`src/common/sdram_timing_pkg.sv`:
```
// Shared register map, field layout, command codes and states of the SDRAM timing sequencer
package sdram_timing_pkg;

  // ----------------------------------------
  // Register offsets
  // ----------------------------------------
  localparam logic [3:0] ADDR_CTRL = 4'h0;     // Enable, self-refresh, access mode
  localparam logic [3:0] ADDR_REF_LO = 4'h4;   // Refresh period, low byte
  localparam logic [3:0] ADDR_REF_HI = 4'h5;   // Refresh period, bits 9:8
  localparam logic [3:0] ADDR_INIT_LO = 4'h6;  // Startup delay, low byte
  localparam logic [3:0] ADDR_INIT_HI = 4'h7;  // Startup delay, bits 13:8
  localparam logic [3:0] ADDR_TIM_B = 4'h8;    // sdram_timing_control_b
  localparam logic [3:0] ADDR_TIM_C = 4'h9;    // sdram_timing_control_c
  localparam logic [3:0] ADDR_STATUS = 4'hA;   // Read-only state

  // ----------------------------------------
  // Field positions and reset values
  // ----------------------------------------
  localparam int CTRL_EN_BIT = 0;      // Controller enable
  localparam int CTRL_SREF_BIT = 1;    // self_refresh_enable
  localparam int CTRL_MODE_LSB = 2;    // sdram_access_mode, 2 bits
  localparam int TB_MRD_LSB = 6;       // mode_to_active_delay, 2 bits
  localparam int TB_RC_LSB = 3;        // refresh_to_active_delay, 3 bits
  localparam int TB_RP_LSB = 0;        // active_to_precharge_delay, 3 bits
  localparam int TC_WR_LSB = 6;        // write_recovery_delay, 2 bits
  localparam int TC_ESR_LSB = 3;       // self_refresh_exit_delay, 3 bits
  localparam int TC_RCD_LSB = 0;       // active_to_rw_delay, 3 bits
  localparam logic [7:0] REG_RESET = 8'h00;       // All registers clear
  localparam logic [1:0] MODE_LOAD = 2'h1;        // Access turns into a mode load
  localparam logic [2:0] PEND_MAX = 3'h4;         // Refreshes remembered at most

  // ----------------------------------------
  // SDRAM commands: {cs_n, ras_n, cas_n, we_n}
  // ----------------------------------------
  localparam logic [3:0] CMD_NOP = 4'h7;
  localparam logic [3:0] CMD_ACT = 4'h3;
  localparam logic [3:0] CMD_RD = 4'h5;
  localparam logic [3:0] CMD_WR = 4'h4;
  localparam logic [3:0] CMD_PRE = 4'h2;
  localparam logic [3:0] CMD_REF = 4'h1;
  localparam logic [3:0] CMD_LMR = 4'h0;

  typedef struct packed {
    logic cke;         // Clock enable pin
    logic [3:0] code;  // Command pins, active low each
  } sdram_cmd_t;

  typedef enum logic [7:0] {
    ST_OFF = 8'h01,
    ST_STARTUP = 8'h02,
    ST_INIT_REF = 8'h04,
    ST_INIT_MODE = 8'h08,
    ST_READY = 8'h10,
    ST_RW = 8'h20,
    ST_CLOSE = 8'h40,
    ST_SREF = 8'h80
  } state_t;

endpackage : sdram_timing_pkg

```
`src/rtl/sdram_delay_counter.sv`:
```
// Down counter that spaces two SDRAM commands by a loaded number of cycles
`timescale 1ns/1ps
module sdram_delay_counter
  import sdram_timing_pkg::*;
(
  input wire logic clk,               // Doubled peripheral clock
  input wire logic rst_n,             // Async reset, active low
  input wire logic load,              // Start a new gap
  input wire logic [13:0] loadValue,  // Idle cycles wanted
  output logic zero                   // Gap over, next command may go
);

  logic [13:0] count;       // Remaining idle cycles
  logic [13:0] next_count;  // Next remaining count

  // ----------------------------------------
  // Next count
  // ----------------------------------------
  always_comb begin
    next_count = count;
    if (load) begin
      next_count = loadValue;
    end else if (count != 14'h0000) begin
      next_count = count - 14'h0001;
    end
  end

  // ----------------------------------------
  // Count register
  // ----------------------------------------
  always_ff @(posedge clk or negedge rst_n) begin
    if (!rst_n) begin
      count <= 14'h0000;
    end else begin
      count <= next_count;
    end
  end

  // A value of zero frees the next command on the very next cycle
  assign zero = (count == 14'h0000);

endmodule : sdram_delay_counter

```
`src/rtl/sdram_refresh_tracker.sv`:
```
// Refresh period timer with a small store of refreshes owed
`timescale 1ns/1ps
module sdram_refresh_tracker
  import sdram_timing_pkg::*;
(
  input wire logic clk,           // Doubled peripheral clock
  input wire logic rst_n,         // Async reset, active low
  input wire logic [9:0] period,  // Refresh period, zero stops it
  input wire logic flush,         // Drop the store, memory refreshes itself
  input wire logic take,          // One refresh issued
  output logic [2:0] pending      // Refreshes owed
);

  logic [9:0] timer;        // Cycles into the period
  logic [9:0] next_timer;   // Next timer value
  logic [2:0] next_pending; // Next owed count
  logic tick;               // Period elapsed

  // ----------------------------------------
  // Timer and store, next values
  // ----------------------------------------
  always_comb begin
    tick = (period != 10'h000) && (timer >= period - 10'h001);
    next_timer = tick ? 10'h000 : timer + 10'h001;
    if (period == 10'h000) begin
      next_timer = 10'h000;
    end
    next_pending = pending;
    // A tick in the same cycle as a take leaves the count as it was
    if (flush) begin
      next_pending = 3'h0;
    end else if (tick && !take && pending < PEND_MAX) begin
      next_pending = pending + 3'h1;
    end else if (take && !tick && pending != 3'h0) begin
      next_pending = pending - 3'h1;
    end
  end

  // ----------------------------------------
  // Registers
  // ----------------------------------------
  always_ff @(posedge clk or negedge rst_n) begin
    if (!rst_n) begin
      timer <= 10'h000;
      pending <= 3'h0;
    end else begin
      timer <= next_timer;
      pending <= next_pending;
    end
  end

  chk_pend_limit: assert property (@(posedge clk) disable iff (!rst_n)
    pending <= PEND_MAX) else $error("refresh store above four");

endmodule : sdram_refresh_tracker

```
`src/rtl/sdram_timing_sequencer.sv`:
```
// SDRAM startup, initialisation and command spacing sequencer with its registers
//
// Operation
// - Wait startup delay after enable before init
// - Init order: precharge all, refresh, mode load
// - Startup delay is 14 bits of cycles
// - Mode load to active spaced by field
// - Refresh to active spaced by field
// - Active to precharge spaced by field
// - Write recovery before precharge after write
// - Self-refresh exit to active spaced by field
// - Active to read or write spaced
// - Periodic refresh, up to four remembered
// - Self-refresh bit enters and leaves self-refresh
// - Load mode turns access into mode load
//
// Strobed register access is this design's own decision.
`timescale 1ns/1ps
module sdram_timing_sequencer
  import sdram_timing_pkg::*;
(
  input wire logic clk,              // Doubled peripheral clock, 125 MHz
  input wire logic rst_n,            // Async reset, active low
  input wire logic [3:0] regAddr,    // Register offset
  input wire logic [7:0] regWdata,   // Register write data
  input wire logic regWr,            // Write strobe
  input wire logic regRd,            // Read strobe
  output logic [7:0] regRdata,       // Read data, cycle after strobe
  input wire logic accReq,           // Access request, held until ack
  input wire logic accWrite,         // Access is a write
  output logic accAck,               // Access finished, one cycle
  output sdram_cmd_t sdramOut        // CKE and command pins
);

  // ----------------------------------------
  // Register state
  // ----------------------------------------
  logic [3:0] ctrl;          // Enable, self-refresh, mode
  logic [9:0] refPeriod;     // Refresh period
  logic [13:0] initDelay;    // startup_delay_count
  logic [7:0] timB;          // sdram_timing_control_b
  logic [7:0] timC;          // sdram_timing_control_c
  logic [3:0] next_ctrl;
  logic [9:0] next_refPeriod;
  logic [13:0] next_initDelay;
  logic [7:0] next_timB;
  logic [7:0] next_timC;
  logic [7:0] next_regRdata;

  // ----------------------------------------
  // Sequencer state
  // ----------------------------------------
  state_t state;             // Current step
  state_t next_state;
  sdram_cmd_t next_sdramOut;
  logic next_accAck;
  logic initDone;            // Init sequence complete
  logic next_initDone;
  logic mainLoad;            // Start a command gap
  logic [13:0] mainValue;    // Gap length
  logic mainZero;            // Gap over
  logic rasLoad;             // Start active-to-precharge gap
  logic rasZero;             // Row may close
  logic refTake;             // Refresh issued from the store
  logic [2:0] refPending;    // Refreshes owed

  // Field views
  logic enable;
  logic srefReq;
  logic [1:0] accessMode;
  logic [1:0] mrdField;
  logic [2:0] rcField;
  logic [2:0] rpField;
  logic [1:0] wrField;
  logic [2:0] esrField;
  logic [2:0] rcdField;

  always_comb begin
    enable = ctrl[CTRL_EN_BIT];
    srefReq = ctrl[CTRL_SREF_BIT];
    accessMode = ctrl[CTRL_MODE_LSB +: 2];
    mrdField = timB[TB_MRD_LSB +: 2];
    rcField = timB[TB_RC_LSB +: 3];
    rpField = timB[TB_RP_LSB +: 3];
    wrField = timC[TC_WR_LSB +: 2];
    esrField = timC[TC_ESR_LSB +: 3];
    rcdField = timC[TC_RCD_LSB +: 3];
  end

  // ----------------------------------------
  // Register writes and read mux
  // ----------------------------------------
  always_comb begin
    next_ctrl = ctrl;
    next_refPeriod = refPeriod;
    next_initDelay = initDelay;
    next_timB = timB;
    next_timC = timC;
    next_regRdata = 8'h00;
    if (regWr) begin
      case (regAddr)
        ADDR_CTRL: next_ctrl = regWdata[3:0];
        ADDR_REF_LO: next_refPeriod[7:0] = regWdata;
        ADDR_REF_HI: next_refPeriod[9:8] = regWdata[1:0];
        ADDR_INIT_LO: next_initDelay[7:0] = regWdata;
        ADDR_INIT_HI: next_initDelay[13:8] = regWdata[5:0];
        ADDR_TIM_B: next_timB = regWdata;
        ADDR_TIM_C: next_timC = regWdata;
        default: next_ctrl = ctrl; // Unmapped writes are dropped
      endcase
    end
    if (regRd) begin
      case (regAddr)
        ADDR_CTRL: next_regRdata = {4'h0, ctrl};
        ADDR_REF_LO: next_regRdata = refPeriod[7:0];
        ADDR_REF_HI: next_regRdata = {6'h00, refPeriod[9:8]};
        ADDR_INIT_LO: next_regRdata = initDelay[7:0];
        ADDR_INIT_HI: next_regRdata = {2'h0, initDelay[13:8]};
        ADDR_TIM_B: next_regRdata = timB;
        ADDR_TIM_C: next_regRdata = timC;
        ADDR_STATUS: next_regRdata = {3'h0, refPending, state == ST_SREF, initDone};
        default: next_regRdata = 8'h00; // Unmapped reads give zero
      endcase
    end
  end

  // ----------------------------------------
  // Register file flops
  // ----------------------------------------
  always_ff @(posedge clk or negedge rst_n) begin
    if (!rst_n) begin
      ctrl <= REG_RESET[3:0];
      refPeriod <= {2'h0, REG_RESET};
      initDelay <= {6'h00, REG_RESET};
      timB <= REG_RESET;
      timC <= REG_RESET;
      regRdata <= REG_RESET;
    end else begin
      ctrl <= next_ctrl;
      refPeriod <= next_refPeriod;
      initDelay <= next_initDelay;
      timB <= next_timB;
      timC <= next_timC;
      regRdata <= next_regRdata;
    end
  end

  // ----------------------------------------
  // Command sequencer, next values
  // ----------------------------------------
  // Every command except the self-refresh entry loads the gap counter; every next command except that entry waits for it to run out.
  // The row-open gap runs on a second counter so a short column gap cannot cut it.
  always_comb begin
    next_state = state;
    next_sdramOut = '{cke: 1'b1, code: CMD_NOP};
    next_accAck = 1'b0;
    next_initDone = initDone;
    mainLoad = 1'b0;
    mainValue = 14'h0000;
    rasLoad = 1'b0;
    refTake = 1'b0;
    case (state)
      ST_OFF: begin
        if (enable) begin
          mainLoad = 1'b1;
          mainValue = initDelay;
          next_state = ST_STARTUP;
        end
      end
      ST_STARTUP: begin
        if (mainZero) begin
          next_sdramOut.code = CMD_PRE;
          mainLoad = 1'b1;
          next_state = ST_INIT_REF;
        end
      end
      ST_INIT_REF: begin
        if (mainZero) begin
          next_sdramOut.code = CMD_REF;
          mainLoad = 1'b1;
          mainValue = {11'h000, rcField};
          next_state = ST_INIT_MODE;
        end
      end
      ST_INIT_MODE: begin
        if (mainZero) begin
          next_sdramOut.code = CMD_LMR;
          mainLoad = 1'b1;
          mainValue = {12'h000, mrdField};
          next_initDone = 1'b1;
          next_state = ST_READY;
        end
      end
      ST_READY: begin
        if (srefReq) begin
          next_sdramOut = '{cke: 1'b0, code: CMD_REF};
          next_state = ST_SREF;
        end else if (mainZero && refPending != 3'h0) begin
          next_sdramOut.code = CMD_REF;
          refTake = 1'b1;
          mainLoad = 1'b1;
          mainValue = {11'h000, rcField};
        end else if (mainZero && accReq && !accAck && accessMode == MODE_LOAD) begin
          next_sdramOut.code = CMD_LMR;
          next_accAck = 1'b1;
          mainLoad = 1'b1;
          mainValue = {12'h000, mrdField};
        end else if (mainZero && accReq && !accAck) begin // Request seen beside an ack is the finished one
          next_sdramOut.code = CMD_ACT;
          mainLoad = 1'b1;
          mainValue = {11'h000, rcdField};
          rasLoad = 1'b1;
          next_state = ST_RW;
        end
      end
      ST_RW: begin
        if (mainZero) begin
          next_sdramOut.code = accWrite ? CMD_WR : CMD_RD;
          mainLoad = 1'b1;
          mainValue = accWrite ? {12'h000, wrField} : 14'h0000;
          next_state = ST_CLOSE;
        end
      end
      ST_CLOSE: begin
        if (mainZero && rasZero) begin
          next_sdramOut.code = CMD_PRE;
          next_accAck = 1'b1;
          mainLoad = 1'b1;
          next_state = ST_READY;
        end
      end
      ST_SREF: begin
        next_sdramOut.cke = 1'b0;
        if (!srefReq) begin
          next_sdramOut.cke = 1'b1;
          mainLoad = 1'b1;
          mainValue = {11'h000, esrField};
          next_state = ST_READY;
        end
      end
      default: next_state = ST_OFF;
    endcase
    // Dropping the enable abandons any step and forgets the init
    if (!enable) begin
      next_state = ST_OFF;
      next_initDone = 1'b0;
      next_sdramOut = '{cke: 1'b1, code: CMD_NOP};
      next_accAck = 1'b0;
    end
  end

  // ----------------------------------------
  // Sequencer flops
  // ----------------------------------------
  always_ff @(posedge clk or negedge rst_n) begin
    if (!rst_n) begin
      state <= ST_OFF;
      sdramOut <= '{cke: 1'b1, code: CMD_NOP};
      accAck <= 1'b0;
      initDone <= 1'b0;
    end else begin
      state <= next_state;
      sdramOut <= next_sdramOut;
      accAck <= next_accAck;
      initDone <= next_initDone;
    end
  end

  // ----------------------------------------
  // Gap counters and refresh store
  // ----------------------------------------
  sdram_delay_counter mainGap (
    .clk(clk),
    .rst_n(rst_n),
    .load(mainLoad),
    .loadValue(mainValue),
    .zero(mainZero)
  );

  sdram_delay_counter rowGap (
    .clk(clk),
    .rst_n(rst_n),
    .load(rasLoad),
    .loadValue({11'h000, rpField}),
    .zero(rasZero)
  );

  sdram_refresh_tracker refresher (
    .clk(clk),
    .rst_n(rst_n),
    .period(refPeriod),
    .flush(state == ST_SREF || state == ST_OFF),
    .take(refTake),
    .pending(refPending)
  );

  // ----------------------------------------
  // Checks
  // ----------------------------------------
  chk_startup_hold: assert property (@(posedge clk) disable iff (!rst_n)
    (state == ST_STARTUP && !mainZero) |=> sdramOut.code == CMD_NOP) else $error("command during startup delay");

  chk_init_order: assert property (@(posedge clk) disable iff (!rst_n)
    (state == ST_STARTUP && mainZero && enable && rcField == 3'h7)
      |=> sdramOut.code == CMD_PRE ##1 sdramOut.code == CMD_REF ##8 sdramOut.code == CMD_LMR)
    else $error("init sequence out of order");

  chk_mrd_gap: assert property (@(posedge clk) disable iff (!rst_n)
    (sdramOut.code == CMD_LMR && mrdField == 2'h3) |=> (sdramOut.code != CMD_ACT)[*3]) else $error("mode gap short");

  chk_rc_gap: assert property (@(posedge clk) disable iff (!rst_n)
    (sdramOut.code == CMD_REF && sdramOut.cke && rcField == 3'h7) |=> (sdramOut.code != CMD_ACT)[*7])
    else $error("refresh gap short");

  chk_rp_gap: assert property (@(posedge clk) disable iff (!rst_n)
    (sdramOut.code == CMD_ACT && rpField == 3'h7) |=> (sdramOut.code != CMD_PRE)[*7]) else $error("row closed early");

  chk_wr_gap: assert property (@(posedge clk) disable iff (!rst_n)
    (sdramOut.code == CMD_WR && wrField == 2'h3) |=> (sdramOut.code != CMD_PRE)[*3]) else $error("write recovery short");

  chk_esr_gap: assert property (@(posedge clk) disable iff (!rst_n)
    ($rose(sdramOut.cke) && esrField == 3'h7) |-> (sdramOut.code != CMD_ACT)[*8]) else $error("self-refresh exit short");

  chk_rcd_gap: assert property (@(posedge clk) disable iff (!rst_n)
    (sdramOut.code == CMD_ACT && rcdField == 3'h7)
      |=> (sdramOut.code != CMD_RD && sdramOut.code != CMD_WR)[*7]) else $error("column gap short");

  chk_zero_gap: assert property (@(posedge clk) disable iff (!rst_n)
    (sdramOut.code == CMD_ACT && rcdField == 3'h0 && enable)
      |=> sdramOut.code == CMD_RD || sdramOut.code == CMD_WR) else $error("zero gap added idle cycle");

  chk_sref_entry: assert property (@(posedge clk) disable iff (!rst_n)
    (state == ST_READY && srefReq && enable) |=> !sdramOut.cke && sdramOut.code == CMD_REF)
    else $error("self-refresh not entered");

  chk_load_mode: assert property (@(posedge clk) disable iff (!rst_n)
    (state == ST_READY && mainZero && accReq && !accAck && accessMode == MODE_LOAD && enable && !srefReq
      && refPending == 3'h0)
      |=> sdramOut.code == CMD_LMR && accAck) else $error("load mode access not a mode load");

endmodule : sdram_timing_sequencer

```
`config.mk`:
```
export PLATFORM = sky130hd
export DESIGN_NAME = sdram_timing_sequencer
export DESIGN_NICKNAME = d
export VERILOG_FILES = /design/src/common/sdram_timing_pkg.sv /design/src/rtl/sdram_delay_counter.sv /design/src/rtl/sdram_refresh_tracker.sv /design/src/rtl/sdram_timing_sequencer.sv
export SDC_FILE = /design/constraint.sdc
export NUM_CORES = 1
export LEC_CHECK = 0
export ABC_AREA = 1
export BUFFER_PORTS_ARGS = -buffer_cell sky130_fd_sc_hd__buf_2
export CAP_MARGIN = 20
export CORE_MARGIN = 2
export CORE_UTILIZATION = 35
export CTS_BUF_LIST = sky130_fd_sc_hd__clkbuf_8
export DETAILED_ROUTE_END_ITERATION = 12
export HOLD_SLACK_MARGIN = 0.08
export MAX_ROUTING_LAYER = met4
export PLACE_DENSITY = 0.59
export SLEW_MARGIN = 20
export SYNTH_ARGS = -nofsm -noshare
export SYNTH_HDL_FRONTEND = slang
export SYNTH_SLANG_ARGS = --single-unit
```
`constraint.sdc`:
```
create_clock -name clk -period 3.5 [get_ports clk]
set_input_delay 0.35 -clock clk [delete_from_list [all_inputs] [get_ports clk]]
set_output_delay 0.35 -clock clk [all_outputs]
set_load 0.02 [all_outputs]
```
; ---- Word-level counts from Yosys, hierarchy flattened
; Index checks and enable logic that the tools add are counted.
[op_classes]
n_addsub = 6
order_cmp = 2
n_eq_ne = 27
muxes = 71
reduce_logical = 36
[ops]
columns = cell, n
row1 = $pmux 8 s8, 2
row2 = $mux 8, 12
row3 = $pmux 14 s6, 1
row4 = $mux 14, 5
row5 = $mux 3, 17
row6 = $logic_not 14->1, 2
row7 = $reduce_bool 14->1, 2
row8 = $sub 14x1->14 const B, 2
row9 = $mux 1, 24
row10 = $pmux 4 s6, 1
row11 = $mux 10, 2
row12 = $ne 3x3->1 const B, 6
row13 = $eq 4x3->1 const B, 4
row14 = $reduce_and 2->1, 8
row15 = $eq 4x4->1 const B, 3
row16 = $ne 4x4->1 const B, 3
row17 = $add 10x1->10 const B, 1
row18 = $ge 10x10->1, 1
row19 = $logic_and 1x1->1, 10
row20 = $logic_not 10->1, 1
row21 = $reduce_bool 10->1, 1
row22 = $sub 10x1->10 const B, 1
row23 = $reduce_and 9->1, 1
row24 = $eq 8x1->1 const B, 1
row25 = other kinds (23), 31
[totals]
reg_bits = 108
in_bits = 18
out_inout_bits = 14
wordCells = 159

; ---- Logic depth before layout (Yosys ltp)
[depth]
depth_word = 10
mapped_depth = 18
ltp_nobuf = 18

; ---- Modules after synthesis
; Synthesis repeated with hierarchy kept, for this count alone.
[hier_totals]
hier_cells = 895
hier_area_um2 = 6681.4
[by_module_without_submodules]
columns = mod, instances, cells_per_inst, area_per_inst_um2, seq_area_each_um2
row1 = sdram_timing_sequencer, 1, 461, 3537.1, 1657.8
row2 = sdram_delay_counter, 2, 144, 1008.5, 350.3
row3 = sdram_refresh_tracker, 1, 146, 1127.3, 325.3

; ---- Worst setup path after synthesis
; OpenSTA, ideal clock, no wires.
[synth_path]
kind = flip-flop to flip-flop
start = register refPeriod[2]
end = register refresher.pending[2]
setup_ps = 65
arrival_time_ps = 3074
required_time_ps = 3435
path_slack_ps = 361
path_stages_with_launch = 19
n_path_buf = 0
period_less_slack_ps = 3139
cell_sequence = dfrtp_1 -> nor2_1 -> nand2_1 -> or3_1 -> nor3_1 -> nand3_1 -> xor2_1 -> inv_1 -> ha_1 -> nand2_1 -> nor2_1 -> o211ai_1 -> nand4_1 -> nand4_1 -> fa_1 -> nand3b_1 -> nand2_1 -> nand2_1 -> nand2_1
[synth_between]
elab_chain_len = 7
elab_cells_between_ends = 12
[synth_rtl]
columns = element, line_no
row1 = "start, declared", sdram_timing_sequencer.sv:39  ; logic [9:0] refPeriod;
row2 = "start signal, assigned", sdram_timing_sequencer.sv:133  ; refPeriod <= {2'h0, REG_RESET};
row3 = "start signal, assigned", sdram_timing_sequencer.sv:140  ; refPeriod <= next_refPeriod;
row4 = $sub 10x1->10, sdram_refresh_tracker.sv:23  ; tick = (period != 10'h000) && (timer >= period - 10'h001);
row5 = $ge 10x10->1, sdram_refresh_tracker.sv:23
row6 = $logic_and 1x1->1 *, sdram_refresh_tracker.sv:23
row7 = $logic_and 1x1->1 or $logic_not 1->1 (tied branches), "sdram_refresh_tracker.sv:32, sdram_refresh_tracker.sv:34"
row8 = $logic_and 1x1->1 (on tied branches), "sdram_refresh_tracker.sv:32, sdram_refresh_tracker.sv:34"
row9 = $mux 3 or $logic_and 1x1->1 (tied branches), "sdram_refresh_tracker.sv:32, sdram_refresh_tracker.sv:34"
row10 = $mux 3 or $reduce_bool 3->1 (tied branches), -
row11 = "end signal, assigned", sdram_refresh_tracker.sv:48  ; pending <= next_pending;
row12 = "end, declared", sdram_refresh_tracker.sv:11  ; output logic [2:0] pending
; Mark *: on every way between the ends. The rest lies on a longest branch, timed or not.
; A chain may end at the register's enable or synchronous reset.

; ---- Final worst setup path
[layout_path]
start = register refPeriod[0]
end = register refresher.pending[2]
; Same word-level chain as after synthesis.

==> results.sh <==
export IMPL_tightestPinTransition_ns=0.750
export IMPL_syn_area_mm2=0.00618
export IMPL_drc_errors=0
export IMPL_achievable_frequency_mhz=314
export IMPL_antenna_diode_count=0
export IMPL_fp_row_count=48
export IMPL_yosys_cell_types_count=51
export IMPL_min_path_type="in2reg"
export IMPL_maximum_count_of_clock_buffers_along_a_single_path=2
export IMPL_insertion_delay_ns=0.40
export IMPL_worst_slew_margin_rel=0.497
export IMPL_arrival_ns=3.52
export IMPL_status="finished clean"
export IMPL_tritoncts_num_buffers=9
export IMPL_num_fill_cells=1818
export IMPL_post_synth_main_area_contributors="sky130_fd_sc_hd__dfrtp_1 (41%), sky130_fd_sc_hd__nand2_1 (12%), sky130_fd_sc_hd__inv_1 (6.5%), sky130_fd_sc_hd__nor2_1 (4.9%), sky130_fd_sc_hd__o21ai_0 (4.8%)"
export IMPL_vias_per_cell=4.83
export IMPL_synth_edff_count=0
export IMPL_critPathKind="reg2reg"
export IMPL_fin_skew_ns=0.0163
export IMPL_setup_total_negative_slack_ns=0
export IMPL_power_density_mw_per_mm2=605
export IMPL_drtPass1Iterations=5
export IMPL_global_route_usage_total=0.180
export IMPL_synth_ff_type="sky130_fd_sc_hd__dfrtp_1"
export IMPL_detailed_place_area_mm2=0.00658
export IMPL_rsz0062_at_grt="false"
export IMPL_multiInputGateArea_mm2=0.00301
export IMPL_design_portCount=32
export IMPL_die_height_um=137
export IMPL_synth_top_area_frac=0.413
export IMPL_postSynthAreaPerCell_um2=7.82
export IMPL_postSynthRegisterBits=107
export IMPL_yosys_warnings=0
export IMPL_cts_num_sinks=107
export IMPL_worst_path_max_fanout=4
export IMPL_yosysSeqAreaShare=0.434
export IMPL_timing_max_transition_violations_final=0
export IMPL_final_seq_area_mm2=0.00268
export IMPL_cts_tree="yes"
export IMPL_finalHoldViolations=0
export IMPL_netlist_instances=790
export IMPL_number_of_levels_in_the_clock_h_tree=3
export IMPL_vias_in_the_first_global_route=4770
export IMPL_cap_violations=0
export IMPL_post_drt_wl_per_cell_um=14.7
export IMPL_p_leak_nw=3.36
export IMPL_routed_wl_um=15500
export IMPL_syn_to_final_growth_pct=9.68
export IMPL_timing_critical_path_to_type="flop"
export IMPL_stdcell_area_mm2=0.00678
export IMPL_timing_critical_path_from_type="flop"
export IMPL_synthesis_nets=824
export IMPL_total_of_endpoints_with_negative_setup_slack_in_the_final_report=0
export IMPL_cts_reportedPaths_clkPinSlew_ns=0.11
export IMPL_initial_antenna_violation_count=0
export IMPL_irDropWorstVdd_mv=0.236
export IMPL_cts_root_buffer="sky130_fd_sc_hd__clkbuf_8"
export IMPL_grt_start_max_net_pins=53
export IMPL_floorplan_die_area_mm2=0.0187
export IMPL_via_count=5096
export IMPL_synth_top_cells_by_count="sky130_fd_sc_hd__nand2_1 (200), sky130_fd_sc_hd__inv_1 (107), sky130_fd_sc_hd__dfrtp_1 (102), sky130_fd_sc_hd__nor2_1 (81), sky130_fd_sc_hd__o21ai_0 (59)"
export IMPL_hpwlAfterDp_um=11800
export IMPL_drt_iter0_markers=366
export IMPL_post_route_clock_period_utilization=0.910
export IMPL_synth_largest_area_cell="sky130_fd_sc_hd__dfrtp_1"
export IMPL_gp_routability_congestion=0.902
export IMPL_post_route_min_period_ns=3.18
export IMPL_chipWidth_um=137
export IMPL_grt_pass1_wl_um=25100
export IMPL_core_mm2=0.0173
export IMPL_async_reset_ff_frac=1.00
export IMPL_initial_utilization=0.357
export IMPL_port_buffers=30
export IMPL_design_final_nets=860
export IMPL_drt_antenna_violating_nets=0
export IMPL_synth_most_common_cell="sky130_fd_sc_hd__nand2_1"
export IMPL_worst_endpoint_required_ns=3.84
export IMPL_globalRoute_totalOverflow=0
export IMPL_layout_drive_gt1_share=0.130
-- metal layers --
layer / track usage / part of all wire
met5: - / 0
met3: 0.0289 / 0.034
met1: 0.263 / 0.51
met4: 0.0596 / 0.019
met2: 0.254 / 0.44
-- worst paths after layout --
check / startpoint / end / slack, ns / depth (start not counted)
worst min-delay path: regRd / regRdata[5] / 0.33 / 3
max in group asynchronous: rst_n / sdramOut[4] / 1.96 / 3
worst max-delay path: refPeriod[0] / refresher.pending[2] / 0.32 / 18
min in group asynchronous: rst_n / refresher.timer[6] / 0.53 / 2
worst min register to register: timC[0] / timC[0] / 0.50 / 2
worst max register to register: refPeriod[0] / refresher.pending[2] / 0.32 / 18
-- report_power, final --
| part | internal, mW | leakage [nW] | switching, mW |
|---|---|---|---|
| Combinational | 0.583 | 1.90 | 0.946 |
| Sequential | 1.55 | 1.37 | 0.291 |
| Clock | 0.264 | 0.0925 | 0.458 |
| Total | 2.40 | 3.36 | 1.69 |
-- placed cells by master, fill, tap and decap left out, types with 6 or more instances in the layout --
| master | netlist | layout |
|---|---|---|
| sky130_fd_sc_hd__nand2_1 | 200 | 200 |
| sky130_fd_sc_hd__a21oi_2 | 11 | 11 |
| sky130_fd_sc_hd__a221oi_1 | 8 | 8 |
| sky130_fd_sc_hd__nor2_2 | 10 | 10 |
| sky130_fd_sc_hd__buf_2 | 1 | 29 |
| sky130_fd_sc_hd__nor2_1 | 81 | 81 |
| sky130_fd_sc_hd__a21oi_1 | 19 | 19 |
| sky130_fd_sc_hd__clkbuf_8 | 0 | 9 |
| sky130_fd_sc_hd__o21ai_0 | 59 | 59 |
| sky130_fd_sc_hd__nor3_1 | 9 | 8 |
| sky130_fd_sc_hd__inv_1 | 107 | 108 |
| sky130_fd_sc_hd__xnor2_1 | 6 | 6 |
| sky130_fd_sc_hd__buf_4 | 1 | 6 |
| sky130_fd_sc_hd__dfrtp_1 | 102 | 102 |
| sky130_fd_sc_hd__nand3b_1 | 6 | 6 |
| sky130_fd_sc_hd__nand3_1 | 52 | 52 |
| sky130_fd_sc_hd__nand2_2 | 7 | 7 |
| sky130_fd_sc_hd__ha_1 | 15 | 15 |
| sky130_fd_sc_hd__nand3_2 | 6 | 6 |
| sky130_fd_sc_hd__nand4_1 | 6 | 6 |
| sky130_fd_sc_hd__xor2_1 | 24 | 24 |
-- cells by family (layout without fill, tap and decap cells) --
kind of cell	count (synthesis)	after routing	synth area share
other	1	1	0.000607
AOI/OAI and AO/OA	117	117	0.115
xor gates and xnor gates	30	30	0.0425
and+or+nand+nor	397	397	0.296
buffers and inverters	122	163	0.0784
DFF	107	107	0.434
adders and majority gates	16	16	0.0336
-- sequential cells by signal, indices dropped and copies added, names as in the netlist, 3 cells and up --
name               cells
timB                   8
mainGap.count         14
regRdata               8
refresher.timer       10
initDelay             14
ctrl                   4
refresher.pending      3
sdramOut               4
rowGap.count          14
refPeriod             10
timC                   8
state                  8
-- per-stage QoR --
step	setup slack (ns)	cells	utilization	total power [mW]	hold WS, ns
detailed placement	0.210	1038	0.380	3.39	0.434
finish	0.316	1056	0.392	4.10	0.332
floorplan	0.361	790	-	3.01	0.0544
CTS	0.190	1055	0.391	4.13	0.322
global route	0.0115	1056	0.392	4.47	0.340
global placement	0.273	1038	0.380	3.36	0.423
-- final cells by class --
cell class                 count  area share
clock inverter                 7     0.00794
inverter                     111      0.0617
multi-input combinational    561       0.445
tap                          225      0.0416
timing repair buffer          36      0.0295
clock buffer                   9      0.0183
sequential                   107       0.396
-- timing repair --
| item | 4_1_cts | 5_1_grt |
|---|---|---|
| hold buffers | 1 | 0 |
| setup endpoints to repair | 0 | 1 |
| gates resized for setup | 0 | 1 |
| setup buffers | 0 | 1 |
| hold endpoints to repair | 50 | 0 |
-- worst max-delay path, stage by stage, from the launching register on --
cell and delay [ns]:
sky130_fd_sc_hd__dfrtp_1 0.41, sky130_fd_sc_hd__inv_1 0.13, sky130_fd_sc_hd__nand2_1 0.10, sky130_fd_sc_hd__or3_1 0.36
sky130_fd_sc_hd__nor3_2 0.17, sky130_fd_sc_hd__nand3_1 0.11, sky130_fd_sc_hd__xor2_1 0.14, sky130_fd_sc_hd__inv_1 0.06
sky130_fd_sc_hd__ha_1 0.29, sky130_fd_sc_hd__nand2_1 0.07, sky130_fd_sc_hd__nor2_1 0.15, sky130_fd_sc_hd__o211ai_1 0.11
sky130_fd_sc_hd__nand4_1 0.12, sky130_fd_sc_hd__nand4_1 0.18, sky130_fd_sc_hd__fa_1 0.42, sky130_fd_sc_hd__nand3b_1 0.17
sky130_fd_sc_hd__nand2_1 0.07, sky130_fd_sc_hd__nand2_1 0.05, sky130_fd_sc_hd__nand2_1 0.05
No activity file was read; power rests on OpenSTA's default activity.
